[config.mk]
export PLATFORM = sky130hd
export DESIGN_NAME = ebw_bus_window_ctl
export DESIGN_NICKNAME = d
export VERILOG_FILES = /design/src/shared/ebw_pkg.sv /design/src/logic/ebw_cycle_timer.sv /design/src/logic/ebw_bus_window_ctl.sv
export SDC_FILE = /design/constraint.sdc
export NUM_CORES = 1
export LEC_CHECK = 0
export BUFFER_PORTS_ARGS = -buffer_cell sky130_fd_sc_hd__buf_2
export CAP_MARGIN = 20
export CORE_ASPECT_RATIO = 0.6
export CORE_MARGIN = 5
export CORE_UTILIZATION = 53
export DETAILED_ROUTE_END_ITERATION = 10
export HOLD_SLACK_MARGIN = 0.08
export PLACE_DENSITY_LB_ADDON = 0.1
export REMOVE_ABC_BUFFERS = 1
export SLEW_MARGIN = 15
export SYNTH_ARGS = -nofsm -noshare
export SYNTH_HDL_FRONTEND = slang
export SYNTH_SLANG_ARGS = --single-unit
[constraint.sdc]
create_clock -name clk -period 2.7 [get_ports clk]
set_input_delay 0.27 -clock clk [delete_from_list [all_inputs] [get_ports clk]]
set_output_delay 0.27 -clock clk [all_outputs]
set_load 0.01 [all_outputs]
[src/shared/ebw_pkg.sv]
package ebw_pkg;

  // ----------------------------------------------------------------
  // Register map
  // ----------------------------------------------------------------
  localparam int          NWIN           = 5;
  localparam logic [15:0] OFS_WIN_CFG0   = 16'hF0C0;
  localparam logic [15:0] OFS_WIN_SEL1   = 16'hF0E0;
  localparam logic [15:0] OFS_SNAPSHOT   = 16'hF108;
  localparam logic [15:0] OFS_STEP       = 16'h0004;

  // ----------------------------------------------------------------
  // Field layout and reset values
  // ----------------------------------------------------------------
  localparam logic [15:0] WIN_CFG_WMASK  = 16'hF6FF;
  localparam logic [7:0]  SNAP_RST       = 8'hFF;
  localparam logic [2:0]  CLK_RATIO_RST  = 3'h7;
  localparam logic [5:0]  RATIO_X2_RST   = 6'h08;
  localparam logic [3:0]  WAIT_MAX       = 4'hF;
  localparam logic [3:0]  SEL_SIZE_MAX   = 4'hC;
  localparam logic [2:0]  SYNC_FILL      = 3'h5;
  localparam int          SNAP_P0_LSB    = 8;
  localparam int          KIND_P0_LSB    = 6;
  localparam int          RATIO_P0_LSB   = 13;
  localparam int          PIN_EA         = 16;
  localparam int          PIN_LONG_RESET = 17;

  // ----------------------------------------------------------------
  // Bus kinds
  // ----------------------------------------------------------------
  localparam logic [1:0] KIND_8_DEMUX  = 2'h0;
  localparam logic [1:0] KIND_8_MUX    = 2'h1;
  localparam logic [1:0] KIND_16_DEMUX = 2'h2;
  localparam logic [1:0] KIND_16_MUX   = 2'h3;

  // ----------------------------------------------------------------
  // Carriers
  // ----------------------------------------------------------------
  typedef struct packed {
    logic       wr_sel_en;
    logic       rd_sel_en;
    logic       rdy_pol;
    logic       ready_input_enable;
    logic       rsv_11;
    logic       bus_window_enable;
    logic       latch_strobe_stretch;
    logic       rsv_8;
    logic [1:0] bus_kind;
    logic       tristate_wait_ctl;
    logic       strobe_delay_ctl;
    logic [3:0] cycle_wait_field;
  } ebw_win_cfg_s;

  typedef struct packed {
    logic       ale;
    logic       rd_n;
    logic       wr_n;
    logic       bhe_n;
    logic [4:0] cs_n;
  } ebw_ext_bus_s;

  localparam ebw_ext_bus_s BUS_IDLE = '{1'b0, 1'b1, 1'b1, 1'b1, 5'h1F};

endpackage : ebw_pkg

[src/logic/ebw_cycle_timer.sv]
`timescale 1ns/10ps
module ebw_cycle_timer
(
  input  wire logic                  clk,
  input  wire logic                  resetn,
  input  wire logic                  ce,
  input  wire logic                  start,
  input  wire ebw_pkg::ebw_win_cfg_s cfg,
  input  wire logic                  wr,
  input  wire logic [1:0]            be,
  input  wire logic [4:0]            cs_bit,
  input  wire logic                  wmode,
  input  wire logic                  ready_pin,
  output ebw_pkg::ebw_ext_bus_s      bus,
  output logic                       done
);
  import ebw_pkg::*;

  typedef enum logic [2:0] {PH_IDLE, PH_ALE, PH_DELAY, PH_STROBE, PH_TRI} ebw_phase_e;

  typedef struct packed {
    ebw_phase_e   ph;
    logic [3:0]   cnt;
    logic [2:0]   rdy_s;
    logic         rdy_f;
    ebw_win_cfg_s cfg;
    logic         wr;
    logic [1:0]   be;
    logic [4:0]   cs_bit;
    logic         wmode;
    ebw_ext_bus_s bus;
    logic         done;
  } ebw_tmr_s;

  ebw_tmr_s q;
  ebw_tmr_s d;
  logic     end_strobe;

  // ----------------------------------------------------------------
  // Strobe drive
  // ----------------------------------------------------------------
  function automatic ebw_ext_bus_s drive(input ebw_tmr_s s, input logic on);
    logic cs_on;
    cs_on = on | ~(s.wr ? s.cfg.wr_sel_en : s.cfg.rd_sel_en);
    drive = s.bus;
    drive.rd_n = ~(on & ~s.wr);
    drive.wr_n = ~(on & s.wr & (s.wmode | s.be[0]));
    drive.bhe_n = s.wmode ? ~s.be[1] : ~(on & s.wr & s.be[1]);
    drive.cs_n = ~(s.cs_bit & {5{cs_on}});
  endfunction : drive

  // ----------------------------------------------------------------
  // Cycle sequencer
  // ----------------------------------------------------------------
  always_comb
  begin
    d = q;
    d.done = 1'b0;
    d.rdy_s = {q.rdy_s[1:0], ready_pin};
    if (q.rdy_s[1] == q.rdy_s[2])
    begin
      d.rdy_f = q.rdy_s[2];
    end
    end_strobe = q.cfg.ready_input_enable ? (q.rdy_f == q.cfg.rdy_pol)
                                          : (q.cnt == 4'h0);
    case (q.ph)
      PH_IDLE:
      begin
        if (start)
        begin
          d.cfg = cfg;
          d.wr = wr;
          d.be = be;
          d.cs_bit = cs_bit;
          d.wmode = wmode;
          d.ph = PH_ALE;
          d.cnt = {3'h0, cfg.latch_strobe_stretch};
          d.bus = drive(d, 1'b0);
          d.bus.ale = 1'b1;
        end
      end
      PH_ALE:
      begin
        if (q.cnt != 4'h0)
        begin
          d.cnt = q.cnt - 4'h1;
        end
        else
        begin
          d.bus.ale = 1'b0;
          d.cnt = WAIT_MAX - q.cfg.cycle_wait_field;
          if (q.cfg.strobe_delay_ctl)
          begin
            d.ph = PH_STROBE;
            d.bus = drive(q, 1'b1);
            d.bus.ale = 1'b0;
          end
          else
          begin
            d.ph = PH_DELAY;
          end
        end
      end
      PH_DELAY:
      begin
        d.ph = PH_STROBE;
        d.bus = drive(q, 1'b1);
      end
      PH_STROBE:
      begin
        if (end_strobe)
        begin
          d.bus = drive(q, 1'b0);
          if (!q.cfg.tristate_wait_ctl)
          begin
            d.ph = PH_TRI;
          end
          else
          begin
            d.ph = PH_IDLE;
            d.done = 1'b1;
            d.bus = BUS_IDLE;
          end
        end
        else if (!q.cfg.ready_input_enable)
        begin
          d.cnt = q.cnt - 4'h1;
        end
      end
      PH_TRI:
      begin
        d.ph = PH_IDLE;
        d.done = 1'b1;
        d.bus = BUS_IDLE;
      end
      default:
      begin
        d.ph = PH_IDLE;
        d.bus = BUS_IDLE;
      end
    endcase
  end

  always_ff @(posedge clk or negedge resetn)
  begin
    if (!resetn)
    begin
      q <= '0;
      q.bus <= BUS_IDLE;
    end
    else if (ce)
    begin
      q <= d;
    end
  end

  assign bus = q.bus;
  assign done = q.done;
endmodule : ebw_cycle_timer

[src/logic/ebw_bus_window_ctl.sv]
// Chosen here: the APB slave port.
`timescale 1ns/10ps
module ebw_bus_window_ctl
(
  input  wire logic                clk,
  input  wire logic                resetn,
  input  wire logic                por_resetn,
  input  wire logic                ce,
  input  wire logic                psel,
  input  wire logic                penable,
  input  wire logic                pwrite,
  input  wire logic [15:0]         paddr,
  input  wire logic [31:0]         pwdata,
  output logic [31:0]              prdata,
  output logic                     pready,
  output logic                     pslverr,
  input  wire logic [15:0]         port0_pins,
  input  wire logic                external_access_pin,
  input  wire logic                long_reset_pin,
  input  wire logic                ready_pin,
  input  wire logic                acc_req,
  input  wire logic [23:0]         acc_addr,
  input  wire logic                acc_wr,
  input  wire logic [1:0]          acc_be,
  output logic                     acc_ack,
  output logic                     acc_refused,
  output logic                     acc_width16,
  output logic                     acc_muxed,
  output logic [7:0]               seg_line_en,
  output logic [5:0]               cpu_ratio_x2,
  output ebw_pkg::ebw_ext_bus_s    ext_bus
);
  import ebw_pkg::*;

  typedef struct packed {
    logic [17:0]                  pin_s1;
    logic [17:0]                  pin_s2;
    logic [17:0]                  pin_s3;
    logic [17:0]                  pin_f;
    logic [2:0]                   cap_cnt;
    ebw_win_cfg_s [NWIN-1:0]      cfg;
    logic [NWIN-2:0][15:0]        sel;
    logic [4:0]                   snap_lo;
    logic [31:0]                  prdata;
    logic                         pready;
    logic                         pslverr;
    logic                         busy;
    logic                         acc_ack;
    logic                         acc_refused;
    logic                         width16;
    logic                         muxed;
    logic [7:0]                   seg_en;
    logic [4:0]                   cs_allow;
  } ebw_top_s;

  typedef struct packed {
    logic [2:0] ratio;
    logic [5:0] x2;
  } ebw_clk_s;

  ebw_top_s     q;
  ebw_top_s     d;
  ebw_clk_s     cq;
  ebw_clk_s     cd;
  logic         cap;
  logic         take;
  logic         start;
  logic         tmr_done;
  logic [2:0]   idx;
  logic         apb_setup;
  logic         apb_write;
  ebw_win_cfg_s zero_cfg;

  // ----------------------------------------------------------------
  // Helpers
  // ----------------------------------------------------------------
  function automatic logic [15:0] cfg_ofs(input int i);
    cfg_ofs = OFS_WIN_CFG0 + 16'(i * 4);
  endfunction : cfg_ofs

  function automatic logic [15:0] sel_ofs(input int i);
    sel_ofs = OFS_WIN_SEL1 + 16'(i * 4);
  endfunction : sel_ofs

  // Lowest numbered enabled window wins; window zero catches the rest
  function automatic logic [2:0] pick_win(input logic [23:0] a,
                                          input logic [NWIN-2:0][15:0] s,
                                          input ebw_win_cfg_s [NWIN-1:0] c);
    logic [11:0] m;
    pick_win = 3'h0;
    for (int i = NWIN - 2; i >= 0; i--)
    begin
      m = (s[i][3:0] >= SEL_SIZE_MAX) ? 12'h000 : 12'(12'hFFF << s[i][3:0]);
      if (c[i+1].bus_window_enable && ((a[23:12] & m) == (s[i][15:4] & m)))
      begin
        pick_win = 3'(i + 1);
      end
    end
  endfunction : pick_win

  function automatic logic [4:0] cs_mask(input logic [1:0] code);
    case (code)
      2'h0:    cs_mask = 5'h07;
      2'h1:    cs_mask = 5'h03;
      2'h2:    cs_mask = 5'h00;
      default: cs_mask = 5'h1F;
    endcase
  endfunction : cs_mask

  function automatic logic [7:0] seg_mask(input logic [1:0] code);
    case (code)
      2'h0:    seg_mask = 8'h0F;
      2'h1:    seg_mask = 8'h00;
      2'h2:    seg_mask = 8'hFF;
      default: seg_mask = 8'h03;
    endcase
  endfunction : seg_mask

  // Twice the multiplier, so that the half ratio stays an integer
  function automatic logic [5:0] ratio_x2(input logic [2:0] code);
    case (code)
      3'h0:    ratio_x2 = 6'h20;
      3'h1:    ratio_x2 = 6'h01;
      3'h2:    ratio_x2 = 6'h14;
      3'h3:    ratio_x2 = 6'h02;
      3'h4:    ratio_x2 = 6'h0A;
      3'h5:    ratio_x2 = 6'h10;
      3'h6:    ratio_x2 = 6'h06;
      default: ratio_x2 = 6'h08;
    endcase
  endfunction : ratio_x2

  // ----------------------------------------------------------------
  // Main next state
  // ----------------------------------------------------------------
  always_comb
  begin
    d = q;
    d.acc_ack = 1'b0;
    d.acc_refused = 1'b0;

    // Pin synchroniser; a level counts once stages two and three agree
    d.pin_s1 = {long_reset_pin, external_access_pin, port0_pins};
    d.pin_s2 = q.pin_s1;
    d.pin_s3 = q.pin_s2;
    d.pin_f = ((q.pin_s2 ~^ q.pin_s3) & q.pin_s3) | ((q.pin_s2 ^ q.pin_s3) & q.pin_f);

    // Reset configuration capture, once the filter has settled
    cap = (q.cap_cnt == 3'h1);
    if (q.cap_cnt != 3'h0)
    begin
      d.cap_cnt = q.cap_cnt - 3'h1;
    end

    // APB slave: data is registered in setup, pready rises for access
    apb_setup = psel & ~penable;
    apb_write = psel & penable & q.pready & pwrite & ~q.pslverr;
    d.pready = apb_setup & ~q.pready;
    if (apb_setup)
    begin
      d.pslverr = 1'b1;
      d.prdata = 32'h0000_0000;
      for (int i = 0; i < NWIN; i++)
      begin
        if (paddr == cfg_ofs(i))
        begin
          d.pslverr = 1'b0;
          d.prdata = {16'h0000, q.cfg[i]};
        end
      end
      for (int i = 0; i < NWIN - 1; i++)
      begin
        if (paddr == sel_ofs(i))
        begin
          d.pslverr = 1'b0;
          d.prdata = {16'h0000, q.sel[i]};
        end
      end
      if (paddr == OFS_SNAPSHOT)
      begin
        d.pslverr = 1'b0;
        d.prdata = {24'h00_0000, cq.ratio, q.snap_lo};
      end
    end

    // Snapshot has no write path at all
    if (apb_write)
    begin
      for (int i = 0; i < NWIN; i++)
      begin
        if (paddr == cfg_ofs(i))
        begin
          d.cfg[i] = ebw_win_cfg_s'(pwdata[15:0] & WIN_CFG_WMASK);
        end
      end
      for (int i = 0; i < NWIN - 1; i++)
      begin
        if (paddr == sel_ofs(i))
        begin
          d.sel[i] = pwdata[15:0];
        end
      end
    end

    // Capture overrides a software write in the same cycle
    zero_cfg = '0;
    zero_cfg.bus_window_enable = 1'b1;
    zero_cfg.latch_strobe_stretch = 1'b1;
    zero_cfg.bus_kind = q.pin_f[KIND_P0_LSB +: 2];
    if (cap)
    begin
      d.snap_lo = q.pin_f[SNAP_P0_LSB +: 5];
      d.cfg[0] = q.pin_f[PIN_EA] ? '0 : zero_cfg;
    end
    d.cs_allow = cs_mask(d.snap_lo[2:1]);
    d.seg_en = seg_mask(d.snap_lo[4:3]);

    // Access path: no request is taken until capture is done
    idx = pick_win(acc_addr, q.sel, q.cfg);
    take = acc_req & ~q.busy & ~q.acc_ack & ~q.acc_refused & (q.cap_cnt == 3'h0);
    start = take & q.cfg[idx].bus_window_enable;
    if (take)
    begin
      if (start)
      begin
        d.busy = 1'b1;
        d.width16 = q.cfg[idx].bus_kind[1];
        d.muxed = q.cfg[idx].bus_kind[0];
      end
      else
      begin
        d.acc_refused = 1'b1;
      end
    end
    if (tmr_done)
    begin
      d.busy = 1'b0;
      d.acc_ack = 1'b1;
    end
  end

  always_ff @(posedge clk or negedge resetn)
  begin
    if (!resetn)
    begin
      q <= '0;
      q.cap_cnt <= SYNC_FILL;
      q.snap_lo <= SNAP_RST[4:0];
    end
    else if (ce)
    begin
      q <= d;
    end
  end

  // ----------------------------------------------------------------
  // Clock ratio, kept through every reset but power-on and a long reset
  // ----------------------------------------------------------------
  always_comb
  begin
    cd = cq;
    if (cap && q.pin_f[PIN_LONG_RESET])
    begin
      cd.ratio = q.pin_f[RATIO_P0_LSB +: 3];
    end
    cd.x2 = ratio_x2(cd.ratio);
  end

  always_ff @(posedge clk or negedge por_resetn)
  begin
    if (!por_resetn)
    begin
      cq.ratio <= CLK_RATIO_RST;
      cq.x2 <= RATIO_X2_RST;
    end
    else if (ce)
    begin
      cq <= cd;
    end
  end

  // ----------------------------------------------------------------
  // Bus cycle timing
  // ----------------------------------------------------------------
  ebw_cycle_timer u_timer
  (
    .clk       (clk),
    .resetn    (resetn),
    .ce        (ce),
    .start     (start),
    .cfg       (q.cfg[idx]),
    .wr        (acc_wr),
    .be        (acc_be),
    .cs_bit    (5'(5'h01 << idx) & q.cs_allow),
    .wmode     (q.snap_lo[0]),
    .ready_pin (ready_pin),
    .bus       (ext_bus),
    .done      (tmr_done)
  );

  assign prdata = q.prdata;
  assign pready = q.pready;
  assign pslverr = q.pslverr;
  assign acc_ack = q.acc_ack;
  assign acc_refused = q.acc_refused;
  assign acc_width16 = q.width16;
  assign acc_muxed = q.muxed;
  assign seg_line_en = q.seg_en;
  assign cpu_ratio_x2 = cq.x2;
endmodule : ebw_bus_window_ctl

==> out/metrics.csv, run 1 <==
stage,metric,value,unit
status,outcome,"finished, violations left",
status,violations,setup timing,
cells_and_area,utilization,0.652,
run,cap_viol_max_count,0,
synth,syn_area,13700,µm²
grt,antenna_found_initial,0,
synth,synth_warnings,0,
setup_path,r2r-start,q[71],
grt,busiest_layer,met1,
synth,seq_area_frac_synth,0.492,
synth,ys_types,67,
clock_network,root_buffer,clkbuf_16,
sta,worst_slack,-0.169,ns
setup_path,worstSetupStartpoint,q[71],
setup_path,critPathMaxFanout,6,
power,leakagePower,7.86,nW
floorplan,io_pins,163,
floorplan,die_h,135,µm
placed_design,numPortBuffers,112,
synth,synth_ff_type,dfrtp_1,
synth,async_flop_share,1.00,
cells_and_area,layout.cells.non_filler,1772,
routing,dr.pass1.iters,6,
routing,drc,0,
grt,met1_usage,0.434,
floorplan,initial_core_util,0.540,
clock_network,insertion_delay,0.54,ns
power,ir_drop,0.378,mV
cells_and_area,syn2layout_area_growth,20.7,%
setup_path,critPathLaunchType,flop,
cells_and_area,final_common_cell,dfrtp_1,
sta,worst_pin_slew,0.811,ns
clock_network,clock_path_buffers,3,
floorplan,core,25300,µm²
sta,post-route-period-util,1.06,
synth,avgSynthCellArea,11.0,µm²
setup_path,critPathRequiredTime,3.15,ns
floorplan,fp.dieW,218,µm
floorplan,die-area,29300,µm²
sta,slew_headroom,0.459,
sta,hold_viol,0,
setup_path,crit_arrival,3.32,ns
synth,ys_seq_elements,268,
placed_design,place_inst,1696,
grt,gr-usage-met3,0.0592,
grt,grt_overflow,0,
floorplan,fp-row-count,45,
sta,setup_viol,35,
grt,first_global_vias,10530,
power,powerDensity,607,nW/µm²
synth,synth-edff-count,0,
clock_network,cts_tree,yes,
routing,drt_iter0_markers,1140,
placed_design,routabilityCongestion,0.960,
clock_network,htreeDepth,1,
routing,routed_wl,39900,µm
routing,wl_per_cell,22.5,µm
sta,rsz0062_at_grt,true,
cells_and_area,drive_above_1_share,0.369,
sta,max_freq,348,MHz
setup_path,critPathCaptureType,flop,
sta,slew_viol_final,0,
grt,grt_pass1_wl,61800,µm
cells_and_area,fin_nets,1546,
sta,finalClockSkew,0.00712,ns
placed_design,hpwlAfterDp,28200,µm
min_path,min-delay-start,pwdata[13],
cells_and_area,diodes,0,
clock_network,cts-buffers-inserted,26,
setup_path,worst-setup-path-type,reg2reg,
routing,final_antenna_net_count,0,
routing,vias,10881,
routing,viasPerCell,6.14,
sta,fin_crit,2.87,ns
grt,grtUsageMet2,0.373,
synth,netlist_instances,1244,
grt,grt_max_degree,82,
grt,grt_util_all_layers,0.269,
clock_network,clkTransAtPathRegs,0.06,ns
cells_and_area,final_cell_mix,"dfrtp_1 (246), mux2_2 (169), buf_2 (110), buf_4 (110), nor2_1 (82)",
min_path,hold_class,in2reg,
cells_and_area,fillers,2010,
clock_network,cts.sinks,268,
[routing by layer]
layer,part of all wire,up-vias
met5,0,-
met4,0.016,0
met3,0.088,54
met2,0.41,452
met1,0.48,5521
li1,-,4854
[cell usage after synthesis, drive strengths merged (19+ instances only)]
cell type  number  area (µm²)
xor2           30         263
mux2          171        1930
buf            71         497
xnor2          20         175
dfstp          19         499
ha             19         238
a21oi          55         279
inv            19        71.3
clkbuf         53         199
nor3           27         135
a22o           29         254
nand2b         22         138
nand2          90         338
dfrtp         249        6230
nor2           85         319
mux2i          25         250
o21ai          52         260
[power breakdown]
part	switching [W]	internal (W)	total [W]	leakage (nW)
registers	0.000292	0.00439	0.00468	3.49
clock network	0.00157	0.00203	0.00359	0.417
logic	0.000958	0.000804	0.00176	3.96
total	0.00282	0.00722	0.0100	7.86
[through the flow]
| step | TNS, ns | cell area [µm²] | total power (W) | hold WS [ns] | setup slack, ns |
|---|---|---|---|---|---|
| floorplan | -9.79 | 13100 | 0.00562 | -0.0256 | -0.223 |
| global placement | -3.86 | 15100 | 0.00629 | 0.132 | -0.192 |
| detailed placement | -5.53 | 15100 | 0.00634 | 0.138 | -0.289 |
| CTS | -1.74 | 16400 | 0.0100 | 0.0824 | -0.143 |
| global route | -6.84 | 16500 | 0.0105 | 0.113 | -0.296 |
| finish | -3.48 | 16500 | 0.0100 | 0.105 | -0.169 |
[layout make-up]
type | instances | area [µm²] | share of cell area
clock buffer | 36 | 749 | 0.0453
clock inverter | 10 | 75.1 | 0.00454
inverter | 19 | 71.3 | 0.00431
multi-input combinational | 848 | 6510 | 0.394
sequential | 268 | 6730 | 0.407
tap | 329 | 412 | 0.0249
timing repair buffer | 262 | 1980 | 0.120
[path summary, 6_finish.rpt]
path                       slack, ns  cells after the start               to
setup / recovery               -0.17                     12   u_timer.bus[0]
hold / removal                  0.11                      2           q[134]
setup reg to reg               -0.17                     12   u_timer.bus[0]
hold reg to reg                 0.48                      1       prdata[14]
max in group asynchronous       1.60                      3            q[54]
min in group asynchronous       0.13                      2  cpu_ratio_x2[4]
[state kept, by name (all words and copies together), names as in the netlist]
register,flops
acc_ack,1
acc_muxed,1
acc_refused,1
acc_width16,1
cpu_ratio_x2,6
cq,3
d,24
prdata,16
pready,1
pslverr,1
q,170
seg_line_en,3
u_timer.bus,9
u_timer.d,2
u_timer.done,1
u_timer.q,28
[worst max-delay path, cell delays in order (launching register included)]
cell      delay [ns]
dfrtp_1         0.43
xnor2_2         0.27
o211ai_1        0.17
a211oi_2        0.27
buf_4           0.16
a31oi_1         0.11
or2_4           0.29
buf_4           0.17
and3_2          0.22
nand2b_1        0.12
a32oi_2         0.13
buf_4           0.19
a311oi_2        0.24
[cell families after synthesis]
logic type,after synthesis,share of synthesized area
AND/OR/NAND/NOR,276,0.0920
buffers and inverters,143,0.0560
XOR/XNOR,50,0.0320
flip-flops,268,0.492
AO/OA/AOI/OAI,290,0.151
adder cells (fa/ha/maj),20,0.0181
multiplexers,196,0.159
other,1,0.000274
[repair_timing]
action	in CTS	in global routing
setup buffers	6	1
resized for setup	53	31
setup endpoints to repair	38	38
hold endpoints to repair	108	0
pin swaps	14	16
gates cloned	2	1
hold buffers	21	0
No activity file was read; power rests on OpenSTA's default activity.
==> inputs of run 2 (changes only) <==
Settings changed: SYNTH_HIERARCHICAL set to 1.
==> out/metrics.csv, run 2 <==
stage,metric,value,unit,change
placed_design,routabilityCongestion,1.00,,+4.7%
sta,slew_headroom,0.395,,-0.0647
synth,synth_warnings,6,,+6
floorplan,io_pins,163,,unchanged
setup_path,cpMostUsedCell,a21oi_4,,
synth,syn_area,14100,µm²,+2.9%
placed_design,hpwlAfterDp,32100,µm,+14%
sta,worst_pin_slew,0.908,ns,+0.0971 ns
routing,vias,11303,,+3.9%
placed_design,pre_cts_ws,-0.567,ns,-0.278 ns
placed_design,numPortBuffers,112,,unchanged
clock_network,htreeDepth,1,,unchanged
sta,slew_viol_final,0,,unchanged
power,ir_drop,0.591,mV,+56%
setup_path,path_cells,xnor2_2 > a21oi_2 > or4_4 > a221oi_4 > buf_4 > a21oi_4 > or4b_4 > and2_4 > o41ai_4 > a21oi_4 > nor3b_4 > a21oi_1,,
cells_and_area,fin_nets,1627,,+5.2%
cells_and_area,final_cell_mix,"dfrtp_1 (244), mux2_2 (193), buf_4 (180)",,
clock_network,cts_tree,yes,,
floorplan,die_h,136,µm,+1.3%
floorplan,die-area,30000,µm²,+2.7%
cells_and_area,largest-register,q,,
sta,setup_viol,37,,+5.7%
setup_path,critPathLaunchType,flop,,
setup_path,worst-setup-path-type,reg2reg,,
routing,final_antenna_net_count,0,,unchanged
setup_path,crit_arrival,3.53,ns,+0.21 ns
routing,viasPerCell,5.99,,-2.5%
cells_and_area,multi_input_comb_area,6870,µm²,+5.5%
setup_path,critPathMaxFanout,5,,-1
routing,dr.pass1.iters,5,,-1
sta,hold_viol,0,,unchanged
power,leakagePower,8.23,nW,+4.7%
routing,routed_wl,43800,µm,+9.8%
cells_and_area,syn2layout_area_growth,23.1,%,
power,powerDensity,562,nW/µm²,-7.5%
clock_network,clock_path_buffers,3,,unchanged
routing,drt_iter0_markers,1126,,-1.2%
cells_and_area,largest_reg_flops,170,,unchanged
clock_network,root_buffer,clkbuf_16,,
sta,fin_crit,3.05,ns,+0.176 ns
clock_network,insertion_delay,0.56,ns,+0.02 ns
grt,grt_max_degree,88,,+7.3%
clock_network,clkTransAtPathRegs,0.07,ns,about the same
setup_path,slowest_delay,0.56,ns,+0.13 ns
cells_and_area,fillers,2078,,+3.4%
clock_network,cts.sinks,268,,unchanged
cells_and_area,diodes,0,,unchanged
routing,drc,0,,unchanged
sta,final.setup.tns,-9.26,ns,-5.78 ns
setup_path,cp_slowest_cell,or4_4,,
setup_path,critPathRequiredTime,3.18,ns,+0.03 ns
grt,first_global_vias,11180,,+6.2%
status,outcome,"finished, violations left",,
setup_path,critPathCaptureType,flop,,
grt,grt_pass1_wl,67100,µm,+8.6%
cells_and_area,final_cell_area,17300,µm²,+4.9%
synth,netlist_instances,1259,,+1.2%
cells_and_area,drive_above_1_share,0.409,,+0.0400
floorplan,initial_core_util,0.536,,-0.00486
clock_network,cts-buffers-inserted,27,,+3.8%
routing,wl_per_cell,23.2,µm,+3.1%
floorplan,fp.dieW,220,µm,+1.4%
min_path,hold_class,in2reg,,
power,power.total,0.00975,W,-2.9%
synth,avgSynthCellArea,11.2,µm²,+1.7%
cells_and_area,final_common_cell,dfrtp_1,,
cells_and_area,utilization,0.659,,+0.00706
placed_design,place_area,15900,µm²,+5.4%
grt,grt_overflow,0,,unchanged
floorplan,core,26300,µm²,+3.8%
cells_and_area,regArea,6740,µm²,about the same
sta,post-route-period-util,1.13,,+0.0652
sta,finalClockSkew,0.0104,ns,+0.00329 ns
sta,max_freq,328,MHz,-5.8%
grt,grt_util_all_layers,0.293,,+0.0244
grt,antenna_found_initial,1,,+1
floorplan,fp-row-count,46,,+2.2%
run,cap_viol_max_count,0,,unchanged
sta,rsz0062_at_grt,true,,
status,violations,setup timing,,
sta,worst_slack,-0.346,ns,-0.176 ns
-- run 2: per-stage QoR --
| step | hold slack (ns) | instances |
|---|---|---|
| CTS | 0.0883 | 1885 |
| global placement | 0.127 | 1808 |
| global route | 0.109 | 1887 |
| floorplan | -0.0256 | 1152 |
| finish | 0.108 | 1887 |
| detailed placement | 0.132 | 1808 |
-- run 2: final cells by class --
class	instances	share of cell area
Inverter	15	0.00325
Timing Repair Buffer	325	0.135
Sequential cell	268	0.388
Clock buffer	37	0.0440
Clock inverter	13	0.00793
Multi-Input combinational cell	869	0.396
Tap cell	360	0.0260
-- run 2: path summary, 6_finish.rpt --
check,startpoint,endpoint,slack (ns),cells after the start
max in group asynchronous,resetn,u_timer/bus[5],1.56,3
min in group asynchronous,por_resetn,cpu_ratio_x2[3],0.23,2
min,pwdata[14],q[135],0.11,2
max reg2reg,q[79],u_timer/bus[2],-0.35,12
max,q[79],u_timer/bus[2],-0.35,12
min reg2reg,prdata[11],prdata[11],0.47,2
-- run 2: power by group --
| part | switching, W | internal, W |
|---|---|---|
| logic | 0.000710 | 0.000586 |
| registers | 0.000230 | 0.00436 |
| clock network | 0.00167 | 0.00219 |
| total | 0.00261 | 0.00714 |
-- run 2: what timing repair did --
item,4_1_cts,5_1_grt
endpoints found under the setup margin,38,37
buffers inserted,9,2
resized for setup,44,15
pin swaps,24,5
hold buffers,23,0
endpoints found under the hold margin,122,0
-- run 2: worst max-delay path: cells and delay by family (launching register included) --
family                 cells  cell delay (ns)
AND/OR/NAND/NOR            4             1.28
AO/OA/AOI/OAI              6             0.87
flip-flops                 1             0.41
buffers and inverters      1             0.20
XOR/XNOR                   1             0.19
-- run 2: per-layer routing --
layer / global-route usage / wire length, µm / vias to the layer above
met5: 0 / 13 / -
met4: 0.0485 / 647 / 2
met3: 0.0884 / 4590 / 62
met2: 0.397 / 17900 / 513
met1: 0.467 / 20700 / 5661
li1: - / - / 5065
